**src/rtl/dsfm_pkg.sv**
```systemverilog
/*
 * Constants for the drive status and fault monitor: parameter addresses,
 * field positions, reset values and timing counts.
 * Assumes a single 50 MHz core clock and 16-bit parameter words.
 */
package dsfm_pkg;

	// ----------------------------------------------------------------
	// Parameter addresses and widths
	// ----------------------------------------------------------------
	localparam int unsigned ADDR_W         = 16;
	localparam int unsigned DATA_W         = 16;
	localparam logic [15:0] OFF_MAINS_RESP = 16'h0514;
	localparam logic [15:0] OFF_TRK_RESP   = 16'h0516;
	localparam logic [15:0] OFF_ACTION     = 16'h1c08;
	localparam logic [15:0] OFF_STOP_FAULT = 16'h1c0a;
	localparam logic [15:0] OFF_WARN       = 16'h1c18;

	// ----------------------------------------------------------------
	// Reset values and legal range of the response settings
	// ----------------------------------------------------------------
	localparam logic [15:0] RST_MAINS_RESP = 16'h0002;
	localparam logic [15:0] RST_TRK_RESP   = 16'h0003;
	localparam logic [15:0] RESP_MIN       = 16'h0001;
	localparam logic [15:0] RESP_MAX       = 16'h0003;
	localparam logic [15:0] RST_WORD       = 16'h0000;

	// ----------------------------------------------------------------
	// Warning word fields
	// ----------------------------------------------------------------
	localparam int unsigned WB_GENERAL     = 0;
	localparam int unsigned WB_AMP_TEMP    = 1;
	localparam int unsigned WB_MOT_TEMP    = 2;
	localparam int unsigned WB_AMP_I2T     = 4;
	localparam int unsigned WB_MOT_I2T     = 5;
	localparam int unsigned WB_BRK_I2T     = 6;
	localparam int unsigned WB_CAN         = 7;
	localparam int unsigned WB_ENCODER     = 8;
	localparam int unsigned WB_RS485       = 9;
	localparam int unsigned WB_PWR_REMOVAL = 10;
	localparam int unsigned WB_DC_UNDERV   = 11;
	localparam int unsigned WB_FIELDBUS2   = 12;
	localparam int unsigned WB_POS_PENDING = 13;
	localparam logic [15:0] WARN_VALID     = 16'h3ff7;
	localparam logic [15:0] WARN_SELFCLR   = 16'h2c00;

	// ----------------------------------------------------------------
	// Action word fields
	// ----------------------------------------------------------------
	localparam int unsigned AB_CLASS0      = 0;
	localparam int unsigned AB_CLASS4      = 4;
	localparam int unsigned AB_STOPPED     = 6;
	localparam int unsigned AB_POS_DIR     = 7;
	localparam int unsigned AB_NEG_DIR     = 8;
	localparam int unsigned AB_POS_WIN     = 9;
	localparam int unsigned AB_PG_STOP     = 11;
	localparam int unsigned AB_PG_DEC      = 12;
	localparam int unsigned AB_PG_ACC      = 13;
	localparam int unsigned AB_PG_CONST    = 14;
	localparam int unsigned NUM_CLASSES    = 5;

	// ----------------------------------------------------------------
	// Motion and commutation monitor
	// ----------------------------------------------------------------
	localparam logic signed [15:0] STOP_SPEED_RPM = 16'sh0009;
	localparam logic [15:0] COMMUT_FAULT_CODE     = 16'h157f;
	localparam int unsigned CLK_HZ                = 50000000;
	localparam int unsigned COMMUT_WINDOW_MS      = 5;
	localparam int unsigned COMMUT_CYCLES         = COMMUT_WINDOW_MS * (CLK_HZ / 1000);
	localparam int unsigned COMMUT_CNT_W          = 20;

	// ----------------------------------------------------------------
	// Parameter access sequencer
	// ----------------------------------------------------------------
	typedef enum logic [1:0] {
		BS_IDLE   = 2'b00,
		BS_SAMPLE = 2'b01,
		BS_RESP   = 2'b10
	} dsfm_bus_state_t;

endpackage

```
**src/rtl/dsfm_snapshot.sv**
```systemverilog
/*
 * Snapshot store for the three status words.
 * Assumes the caller pulses load for one cycle to freeze a coherent copy.
 */
`timescale 1ns/10ps
module dsfm_snapshot (
	input  wire logic        core_clk,
	input  wire logic        arst_n,
	input  wire logic        load,
	input  wire logic [47:0] snap_d,
	output logic      [47:0] snap_q
);

	// ----------------------------------------------------------------
	// Capture
	// ----------------------------------------------------------------
	logic [47:0] snap_nxt;

	always_comb begin
		snap_nxt = load ? snap_d : snap_q;
	end

	always_ff @(posedge core_clk or negedge arst_n) begin
		if (!arst_n) begin
			snap_q <= 48'h000000000000;
		end else begin
			snap_q <= snap_nxt;
		end
	end

endmodule

```
**src/rtl/dsfm_top.sv**
```systemverilog
/*
 * Drive status and fault monitor: latched warning word, action word,
 * last stop fault number, two error response settings and the
 * commutation monitor, reached through a parameter access port.
 * Assumes inputs synchronous to core_clk and one request at a time.
 */
// Summary of operation
// Latched warning bits stay set until a fault clear request.
// Warning bits 10, 11 and 13 follow their condition and self-clear.
// Bit 1 amplifier temperature high, bit 2 motor temperature high; one means active.
// Bits 4 to 6 flag I2t overloads; bit 0 a general warning.
// Bits 7, 8, 9, 12 flag CAN, encoder, RS485 and second fieldbus warnings.
// Bit 10 power removal inputs, bit 11 undervoltage or mains phase, bit 13 position pending.
// Warning bits 3, 14, 15 are reserved and read zero.
// Action bits 0 to 4 show active error classes 0 to 4.
// Action bit 6 set while speed magnitude below 9 rpm.
// Action bit 7 positive rotation, bit 8 negative rotation.
// Action bit 9 within position window; bits 5, 10, 15 reserved.
// Action bits 11 to 14 show profile generator phase.
// Read-only word holds fault number of the last stop cause.
// Tracking error response takes 1 to 3, selects class, defaults to 3.
// Mains phase response takes 1 to 3, selects class, defaults to 2.
// Commutation monitor checks acceleration against torque for plausibility.
// Acceleration against braking torque beyond the window signals uncontrolled movement.
// Commutation fault is class 4 and shows flashing code 5503.
// Master writes only 1 to 3; other values are refused unchanged.
// All status words are read from one coherent snapshot.
`timescale 1ns/10ps
module dsfm_top #(
	parameter int unsigned COMMUT_CYCLES = dsfm_pkg::COMMUT_CYCLES
) (
	input  wire logic        core_clk,
	input  wire logic        arst_n,
	input  wire logic [15:0] par_addr,
	input  wire logic        par_rd,
	input  wire logic        par_wr,
	input  wire logic [15:0] par_wdata,
	output logic      [15:0] par_rdata,
	output logic             par_ack,
	output logic             par_err,
	input  wire logic        fault_clear_request,
	input  wire logic [15:0] warn_cond,
	input  wire logic        power_removal_input_a,
	input  wire logic        power_removal_input_b,
	input  wire logic        dc_undervoltage,
	input  wire logic        mains_phase_fault,
	input  wire logic        tracking_error,
	input  wire logic [4:0]  err_class_in,
	input  wire logic signed [15:0] speed_act,
	input  wire logic        in_pos_window,
	input  wire logic        pg_stopped,
	input  wire logic        pg_decel,
	input  wire logic        pg_accel,
	input  wire logic        pg_const,
	input  wire logic        stop_event,
	input  wire logic [15:0] stop_fault_code,
	input  wire logic signed [15:0] motor_accel,
	input  wire logic signed [15:0] motor_torque,
	output logic [4:0]       error_class_active,
	output logic             commut_fault,
	output logic             hmi_flash,
	output logic [15:0]      warning_word_display_code
);

	// ----------------------------------------------------------------
	// Declarations
	// ----------------------------------------------------------------
	localparam logic [19:0] COMMUT_LIMIT = 20'(COMMUT_CYCLES - 1);

	logic [15:0]             warn_raw;
	logic [15:0]             warn_d;
	logic [15:0]             warn_q;
	logic [15:0]             mains_resp_d;
	logic [15:0]             mains_resp_q;
	logic [15:0]             trk_resp_d;
	logic [15:0]             trk_resp_q;
	logic                    wr_ok;
	logic                    wr_hit;
	logic                    mains_flt_d;
	logic                    mains_flt_q;
	logic                    trk_flt_d;
	logic                    trk_flt_q;
	logic [19:0]             cnt_d;
	logic [19:0]             cnt_q;
	logic                    implausible;
	logic                    commut_det;
	logic                    commut_d;
	logic                    commut_q;
	logic [4:0]              cls_d;
	logic [4:0]              cls_q;
	logic [15:0]             action_d;
	logic [15:0]             action_q;
	logic [15:0]             stop_d;
	logic [15:0]             stop_q;
	logic [15:0]             hmi_d;
	logic [15:0]             hmi_q;
	logic signed [15:0]      speed_mag;
	dsfm_pkg::dsfm_bus_state_t st_d;
	dsfm_pkg::dsfm_bus_state_t st_q;
	logic [15:0]             addr_d;
	logic [15:0]             addr_q;
	logic [15:0]             rdata_d;
	logic [15:0]             rdata_q;
	logic                    err_d;
	logic                    err_q;
	logic                    snap_load;
	logic [47:0]             snap_q;

	// ----------------------------------------------------------------
	// Latched warning word
	// ----------------------------------------------------------------
	always_comb begin
		warn_raw = warn_cond;
		warn_raw[dsfm_pkg::WB_PWR_REMOVAL] = ~power_removal_input_a | ~power_removal_input_b;
		warn_raw[dsfm_pkg::WB_DC_UNDERV] = dc_undervoltage | mains_phase_fault;
	end

	for (genvar i = 0; i < 16; i++) begin : g_warn
		if (!dsfm_pkg::WARN_VALID[i]) begin : g_rsvd
			assign warn_d[i] = 1'b0;
		end else if (dsfm_pkg::WARN_SELFCLR[i]) begin : g_self
			assign warn_d[i] = warn_raw[i];
		end else begin : g_latch
			assign warn_d[i] = warn_raw[i] | (warn_q[i] & ~fault_clear_request);
		end
	end

	always_ff @(posedge core_clk or negedge arst_n) begin
		if (!arst_n) begin
			warn_q <= dsfm_pkg::RST_WORD;
		end else begin
			warn_q <= warn_d;
		end
	end

	// ----------------------------------------------------------------
	// Error response settings
	// ----------------------------------------------------------------
	always_comb begin
		wr_ok = (par_wdata >= dsfm_pkg::RESP_MIN) && (par_wdata <= dsfm_pkg::RESP_MAX);
		wr_hit = (st_q == dsfm_pkg::BS_IDLE) && par_wr && !par_rd && wr_ok;
		mains_resp_d = mains_resp_q;
		trk_resp_d = trk_resp_q;
		if (wr_hit && par_addr == dsfm_pkg::OFF_MAINS_RESP) begin
			mains_resp_d = par_wdata;
		end
		if (wr_hit && par_addr == dsfm_pkg::OFF_TRK_RESP) begin
			trk_resp_d = par_wdata;
		end
	end

	always_ff @(posedge core_clk or negedge arst_n) begin
		if (!arst_n) begin
			mains_resp_q <= dsfm_pkg::RST_MAINS_RESP;
			trk_resp_q <= dsfm_pkg::RST_TRK_RESP;
		end else begin
			mains_resp_q <= mains_resp_d;
			trk_resp_q <= trk_resp_d;
		end
	end

	// ----------------------------------------------------------------
	// Commutation monitor
	// ----------------------------------------------------------------
	always_comb begin
		implausible = ((motor_accel > 16'sh0000) && (motor_torque < 16'sh0000))
			|| ((motor_accel < 16'sh0000) && (motor_torque > 16'sh0000));
		commut_det = implausible && (cnt_q == COMMUT_LIMIT);
		cnt_d = 20'h00000;
		if (implausible && cnt_q != COMMUT_LIMIT) begin
			cnt_d = cnt_q + 20'h00001;
		end else if (implausible) begin
			cnt_d = cnt_q;
		end
		commut_d = commut_det | (commut_q & ~fault_clear_request);
	end

	always_ff @(posedge core_clk or negedge arst_n) begin
		if (!arst_n) begin
			cnt_q <= 20'h00000;
			commut_q <= 1'b0;
		end else begin
			cnt_q <= cnt_d;
			commut_q <= commut_d;
		end
	end

	// ----------------------------------------------------------------
	// Error classes and stop fault number
	// ----------------------------------------------------------------
	always_comb begin
		trk_flt_d = tracking_error | (trk_flt_q & ~fault_clear_request);
		mains_flt_d = mains_phase_fault | (mains_flt_q & ~fault_clear_request);
		cls_d = err_class_in;
		for (int k = 1; k < 4; k++) begin
			if (trk_flt_q && trk_resp_q == 16'(k)) begin
				cls_d[k] = 1'b1;
			end
			if (mains_flt_q && mains_resp_q == 16'(k)) begin
				cls_d[k] = 1'b1;
			end
		end
		cls_d[dsfm_pkg::AB_CLASS4] = err_class_in[dsfm_pkg::AB_CLASS4] | commut_q;
		stop_d = stop_q;
		if (commut_det) begin
			stop_d = dsfm_pkg::COMMUT_FAULT_CODE;
		end else if (stop_event) begin
			stop_d = stop_fault_code;
		end
	end

	always_ff @(posedge core_clk or negedge arst_n) begin
		if (!arst_n) begin
			trk_flt_q <= 1'b0;
			mains_flt_q <= 1'b0;
			cls_q <= 5'h00;
			stop_q <= dsfm_pkg::RST_WORD;
		end else begin
			trk_flt_q <= trk_flt_d;
			mains_flt_q <= mains_flt_d;
			cls_q <= cls_d;
			stop_q <= stop_d;
		end
	end

	// ----------------------------------------------------------------
	// Operator display code
	// ----------------------------------------------------------------
	always_comb begin
		hmi_d = commut_d ? dsfm_pkg::COMMUT_FAULT_CODE : dsfm_pkg::RST_WORD;
	end

	always_ff @(posedge core_clk or negedge arst_n) begin
		if (!arst_n) begin
			hmi_q <= dsfm_pkg::RST_WORD;
		end else begin
			hmi_q <= hmi_d;
		end
	end

	// ----------------------------------------------------------------
	// Action word
	// ----------------------------------------------------------------
	always_comb begin
		speed_mag = (speed_act < 16'sh0000) ? -speed_act : speed_act;
		action_d = dsfm_pkg::RST_WORD;
		action_d[dsfm_pkg::AB_CLASS4:dsfm_pkg::AB_CLASS0] = cls_q;
		action_d[dsfm_pkg::AB_STOPPED] = (speed_act == -16'sh8000)
			? 1'b0 : (speed_mag < dsfm_pkg::STOP_SPEED_RPM);
		action_d[dsfm_pkg::AB_POS_DIR] = speed_act > 16'sh0000;
		action_d[dsfm_pkg::AB_NEG_DIR] = speed_act < 16'sh0000;
		action_d[dsfm_pkg::AB_POS_WIN] = in_pos_window;
		action_d[dsfm_pkg::AB_PG_STOP] = pg_stopped;
		action_d[dsfm_pkg::AB_PG_DEC] = pg_decel;
		action_d[dsfm_pkg::AB_PG_ACC] = pg_accel;
		action_d[dsfm_pkg::AB_PG_CONST] = pg_const;
	end

	always_ff @(posedge core_clk or negedge arst_n) begin
		if (!arst_n) begin
			action_q <= dsfm_pkg::RST_WORD;
		end else begin
			action_q <= action_d;
		end
	end

	// ----------------------------------------------------------------
	// Snapshot of the status words
	// ----------------------------------------------------------------
	assign snap_load = (st_q == dsfm_pkg::BS_IDLE) && par_rd;

	dsfm_snapshot u_snap (
		.core_clk (core_clk),
		.arst_n   (arst_n),
		.load     (snap_load),
		.snap_d   ({warn_q, action_q, stop_q}),
		.snap_q   (snap_q)
	);

	// ----------------------------------------------------------------
	// Parameter access sequencer
	// ----------------------------------------------------------------
	always_comb begin
		st_d = st_q;
		addr_d = addr_q;
		rdata_d = rdata_q;
		err_d = err_q;
		case (st_q)
			dsfm_pkg::BS_IDLE: begin
				if (par_rd) begin
					addr_d = par_addr;
					st_d = dsfm_pkg::BS_SAMPLE;
				end else if (par_wr) begin
					err_d = !(wr_ok && (par_addr == dsfm_pkg::OFF_MAINS_RESP
						|| par_addr == dsfm_pkg::OFF_TRK_RESP));
					st_d = dsfm_pkg::BS_RESP;
				end
			end
			dsfm_pkg::BS_SAMPLE: begin
				err_d = 1'b0;
				case (addr_q)
					dsfm_pkg::OFF_WARN: rdata_d = snap_q[47:32];
					dsfm_pkg::OFF_ACTION: rdata_d = snap_q[31:16];
					dsfm_pkg::OFF_STOP_FAULT: rdata_d = snap_q[15:0];
					dsfm_pkg::OFF_MAINS_RESP: rdata_d = mains_resp_q;
					dsfm_pkg::OFF_TRK_RESP: rdata_d = trk_resp_q;
					default: begin
						rdata_d = dsfm_pkg::RST_WORD;
						err_d = 1'b1;
					end
				endcase
				st_d = dsfm_pkg::BS_RESP;
			end
			dsfm_pkg::BS_RESP: begin
				st_d = dsfm_pkg::BS_IDLE;
			end
			default: begin
				st_d = dsfm_pkg::BS_IDLE;
			end
		endcase
	end

	always_ff @(posedge core_clk or negedge arst_n) begin
		if (!arst_n) begin
			st_q <= dsfm_pkg::BS_IDLE;
			addr_q <= 16'h0000;
			rdata_q <= dsfm_pkg::RST_WORD;
			err_q <= 1'b0;
		end else begin
			st_q <= st_d;
			addr_q <= addr_d;
			rdata_q <= rdata_d;
			err_q <= err_d;
		end
	end

	// ----------------------------------------------------------------
	// Outputs
	// ----------------------------------------------------------------
	assign par_rdata = rdata_q;
	assign par_ack = (st_q == dsfm_pkg::BS_RESP);
	assign par_err = err_q;
	assign error_class_active = cls_q;
	assign commut_fault = commut_q;
	assign hmi_flash = commut_q;
	assign warning_word_display_code = hmi_q;

endmodule

```
**config.mk**
```make
export PLATFORM = sky130hd
export DESIGN_NAME = dsfm_top
export DESIGN_NICKNAME = d
export VERILOG_FILES = /design/src/rtl/dsfm_pkg.sv /design/src/rtl/dsfm_snapshot.sv /design/src/rtl/dsfm_top.sv
export SDC_FILE = /design/constraint.sdc
export NUM_CORES = 1
export LEC_CHECK = 0
export BUFFER_PORTS_ARGS = -buffer_cell sky130_fd_sc_hd__buf_2
export CAP_MARGIN = 20
export CORE_UTILIZATION = 54
export DETAILED_ROUTE_END_ITERATION = 10
export GPL_TIMING_DRIVEN = 0
export PLACE_DENSITY = 0.77
export SLEW_MARGIN = 20
export SYNTH_ARGS = -nofsm -noshare
export SYNTH_HDL_FRONTEND = slang
export SYNTH_SLANG_ARGS = --single-unit
```
**constraint.sdc**
```tcl
create_clock -name core_clk -period 2.99 [get_ports core_clk]
set_clock_uncertainty 0.2 [all_clocks]
set_input_delay 0.897 -clock core_clk [delete_from_list [all_inputs] [get_ports core_clk]]
set_output_delay 0.897 -clock core_clk [all_outputs]
set_load 0.01 [all_outputs]
```
==> metrics.md <==
| Metric | Value |
|---|---|
| Worst setup path endpoint | `u_snap.snap_q[39]$_DFFE_PN0P_` |
| Power per cell area | `665 nW/um^2` |
| IO Pins | `174` |
| Number of synthesized flops with an enable pin | `0` |
| RD Place Congestion | `0.921` |
| Core ar. | `14,000 sq um` |
| Relative slew slack | `0.390` |
| Post-synth ARST share | `1.00` |
| Multi-input logic area | `3000 sq um` |
| YS warnings | `0` |
| TritonRoute pass-1 iters | `6` |
| CP Launch Point | `par_rd` |
| Util after Layout | `0.684` |
| Status | `complete, no violations` |
| Setup bufs post-CTS | `0` |
| Hold Vio Cnt, Final | `0` |
| 1st-iter DRT viols | `428` |
| Met3 usage | `0.0576` |
| Register area share after synthesis | `0.573` |
| Max Cap Viol | `0` |
| Initial antenna violation count | `0` |
| GRT Util Overall | `0.271` |
| Setup_tns | `0 ns` |
| Number of diodes | `0` |
| Reg-to-Reg Start | `st_q[1]$_DFFE_PN0P_` |
| Fillers | `1,040` |
| Crit Reg-Reg Endpoint | `u_snap.snap_q[39]$_DFFE_PN0P_` |
| CTS root buf | `clkbuf_16` |
| Routed wire per std cell | `18.3 um` |
| Post-Place Cells | `1,015` |
| Drt drc | `0` |
| Worst setup SP type | `primary input` |
| Required @ worst endpoint | `3.10 ns` |
| Post-synthesis register bit count | `179` |
| Total area of sequential cells | `4480 sq um` |
| Vias in the first global route | `5,993` |
| First-pass GRT wire length | `30,600 um` |
| Final ANT Viol Nets | `0` |
| DP HPWL | `14,000 um` |
| Routed vias/inst | `5.75` |
| Achievable Freq | `370 MHz` |
| Clk buf depth | `2` |
| Starting Density | `0.559` |
| Crit-path max FO | `10` |
| Largest net degree at the start of global routing | `100` |
| Worst Path Arrival | `2.82 ns` |
| Setup WS post-layout | `0.286 ns` |
| Leak | `4.52 nW` |
| Die width | `122 um` |
| Commonest non-fill, non-tap cell in the layout | `dfrtp_1` |
| Number of buffers created by CTS | `17` |
| Clock latency on the worst-skew pair | `0.43 ns` |
| FF-to-FF setup slack | `0.44 ns` |
| RSZ-0062 raised after global routing | `false` |
| R2R cell count | `4` |
| I/O Buffers | `161` |
| M2 GR Usage | `0.440` |
| Yosys cell types | `54` |
| H-tree levels | `4` |
| Min-Delay Path Class | `in -> async` |
| Global-route track usage on met1 | `0.356` |
| Top FF cell, synth | `dfrtp_1` |
| Final setup viols | `0` |
| Max Slew Vio Count | `0` |
| Worst-path clk slew | `0.06 ns` |
| Total wire length | `19,200 um` |
| Cell Rows | `43` |
| Share of layout cells above drive strength 1 | `0.347` |
| Cell Count, Final, Fillers Out | `1,047` |
| Element type at the critical path end | `flip-flop` |
| Die Footprint | `15,000 sq um` |
| Global route overflow | `0` |
| Cells after Synth | `667` |
| GRT Max-Usage Layer | `met2` |
| CTS tree | `built` |
| Min cycle time layout | `2.70 ns` |
| Worst VDD drop | `522 uV` |
| Final net count | `988` |
| Period utilization | `0.904` |
| Synth Area per Inst | `11.7 sq um` |
| Most frequent cells in the layout | `dfrtp_1, buf_2, mux2_2` |
| Post-Syn Area | `7830 sq um` |
| Sink Count | `179` |
| Vias | `6,020` |
| CTS resizes | `0` |
| Setup WS pre-CTS | `-0.186 ns` |
| Layout area overhead | `22.3%` |
| Kind of critical path | `in -> reg` |
| Pwr Total | `6.36 mW` |
| Worst Tran Pin Value | `0.916 ns` |
| Die Y | `122 um` |
| Hold buffer count at cts | `0` |
state kept, by name, summed over array words and instances (netlist names):
name,cells
trk_resp_q,16
trk_flt_q,1
addr_q,16
mains_resp_q,16
warning_word_display_code,1
st_q,2
par_rdata,16
error_class_active,5
par_err,1
u_snap.snap_q,42
cnt_q,20
action_q,13
warn_q,13
mains_flt_q,1
stop_q,16
where the power goes:
group | internal (mW) | switching (mW) | total, mW | leakage [nW]
logic | 0.467 | 0.445 | 0.912 | 2.02
registers | 2.78 | 0.292 | 3.08 | 2.19
clock network | 1.41 | 0.965 | 2.38 | 0.306
kinds of logic after synthesis:
| group | count (synthesis) | share of synthesized area |
|---|---|---|
| AO/OA/AOI/OAI | 99 | 0.0903 |
| XOR/XNOR | 19 | 0.0213 |
| adder cells (fa/ha/maj) | 1 | 0.00160 |
| buffers and inverters | 62 | 0.0457 |
| flip-flops | 179 | 0.573 |
| multiplexers | 79 | 0.111 |
| other | 1 | 0.000479 |
| AND/OR/NAND/NOR | 227 | 0.157 |
through the flow:
step,cell area (sq um),hold slack (ns)
2_1_floorplan,7850,0.155
3_3_place_gp,8880,0.157
3_5_place_dp,8940,0.170
4_1_cts,9570,0.0925
5_1_grt,9570,0.102
6_report,9570,0.0964
worst min-delay path by stage:
| stage | cells after the start | endpoint | slack [ns] | startpoint |
|---|---|---|---|---|
| global route | 1 | stop_q[4]$_DFFE_PN0P_ | 0.10 | arst_n |
| finish | 1 | stop_q[8]$_DFFE_PN0P_ | 0.1 | arst_n |
| CTS | 1 | stop_q[8]$_DFFE_PN0P_ | 0.09 | arst_n |
| floorplan | 0 | action_q[0]$_DFF_PN0_ | 0.15 | error_class_active[0]$_DFF_PN0_ |
| detailed placement | 0 | action_q[0]$_DFF_PN0_ | 0.17 | error_class_active[0]$_DFF_PN0_ |
| global placement | 0 | action_q[0]$_DFF_PN0_ | 0.16 | error_class_active[0]$_DFF_PN0_ |
cell usage after synthesis, types with 8 or more instances:
cell / instances / area share
and2_1: 30 / 0.024
mux2_2: 62 / 0.089
nor4_1: 20 / 0.016
nand4_1: 12 / 0.0096
mux2i_1: 17 / 0.022
nand3_1: 22 / 0.014
buf_4: 22 / 0.021
a21o_1: 14 / 0.013
a21oi_1: 18 / 0.012
clkbuf_1: 22 / 0.011
a222oi_1: 8 / 0.010
dfrtp_1: 176 / 0.56
a22o_1: 19 / 0.021
and3_1: 11 / 0.0088
nor3_1: 13 / 0.0083
inv_1: 8 / 0.0038
a31oi_1: 8 / 0.0064
o21ai_0: 14 / 0.0090
xor2_1: 14 / 0.016
nand2_1: 33 / 0.016
nor2_1: 54 / 0.026
metal layers:
layer,routed length [um],up-vias
met1,8270,2997
li1,-,2748
met2,9290,236
met3,1200,39
met4,402,0
met5,0,-
cell type report:
type	instances	share of cell area
tap	180	0.0235
timing repair buffer	163	0.0910
multi-input combinational	431	0.314
sequential	179	0.468
clock buffer	18	0.0448
clock inverter	14	0.0208
inverter	8	0.00314
buffer	54	0.0343
worst max-delay path, cell delays in order:
cell and delay, ns:
buf_2 0.08, inv_1 0.05, nor3_1 0.48, clkbuf_1 0.51
buf_2 0.41, mux2_2 0.38
Note: power is estimated with default switching activity, not from simulation.
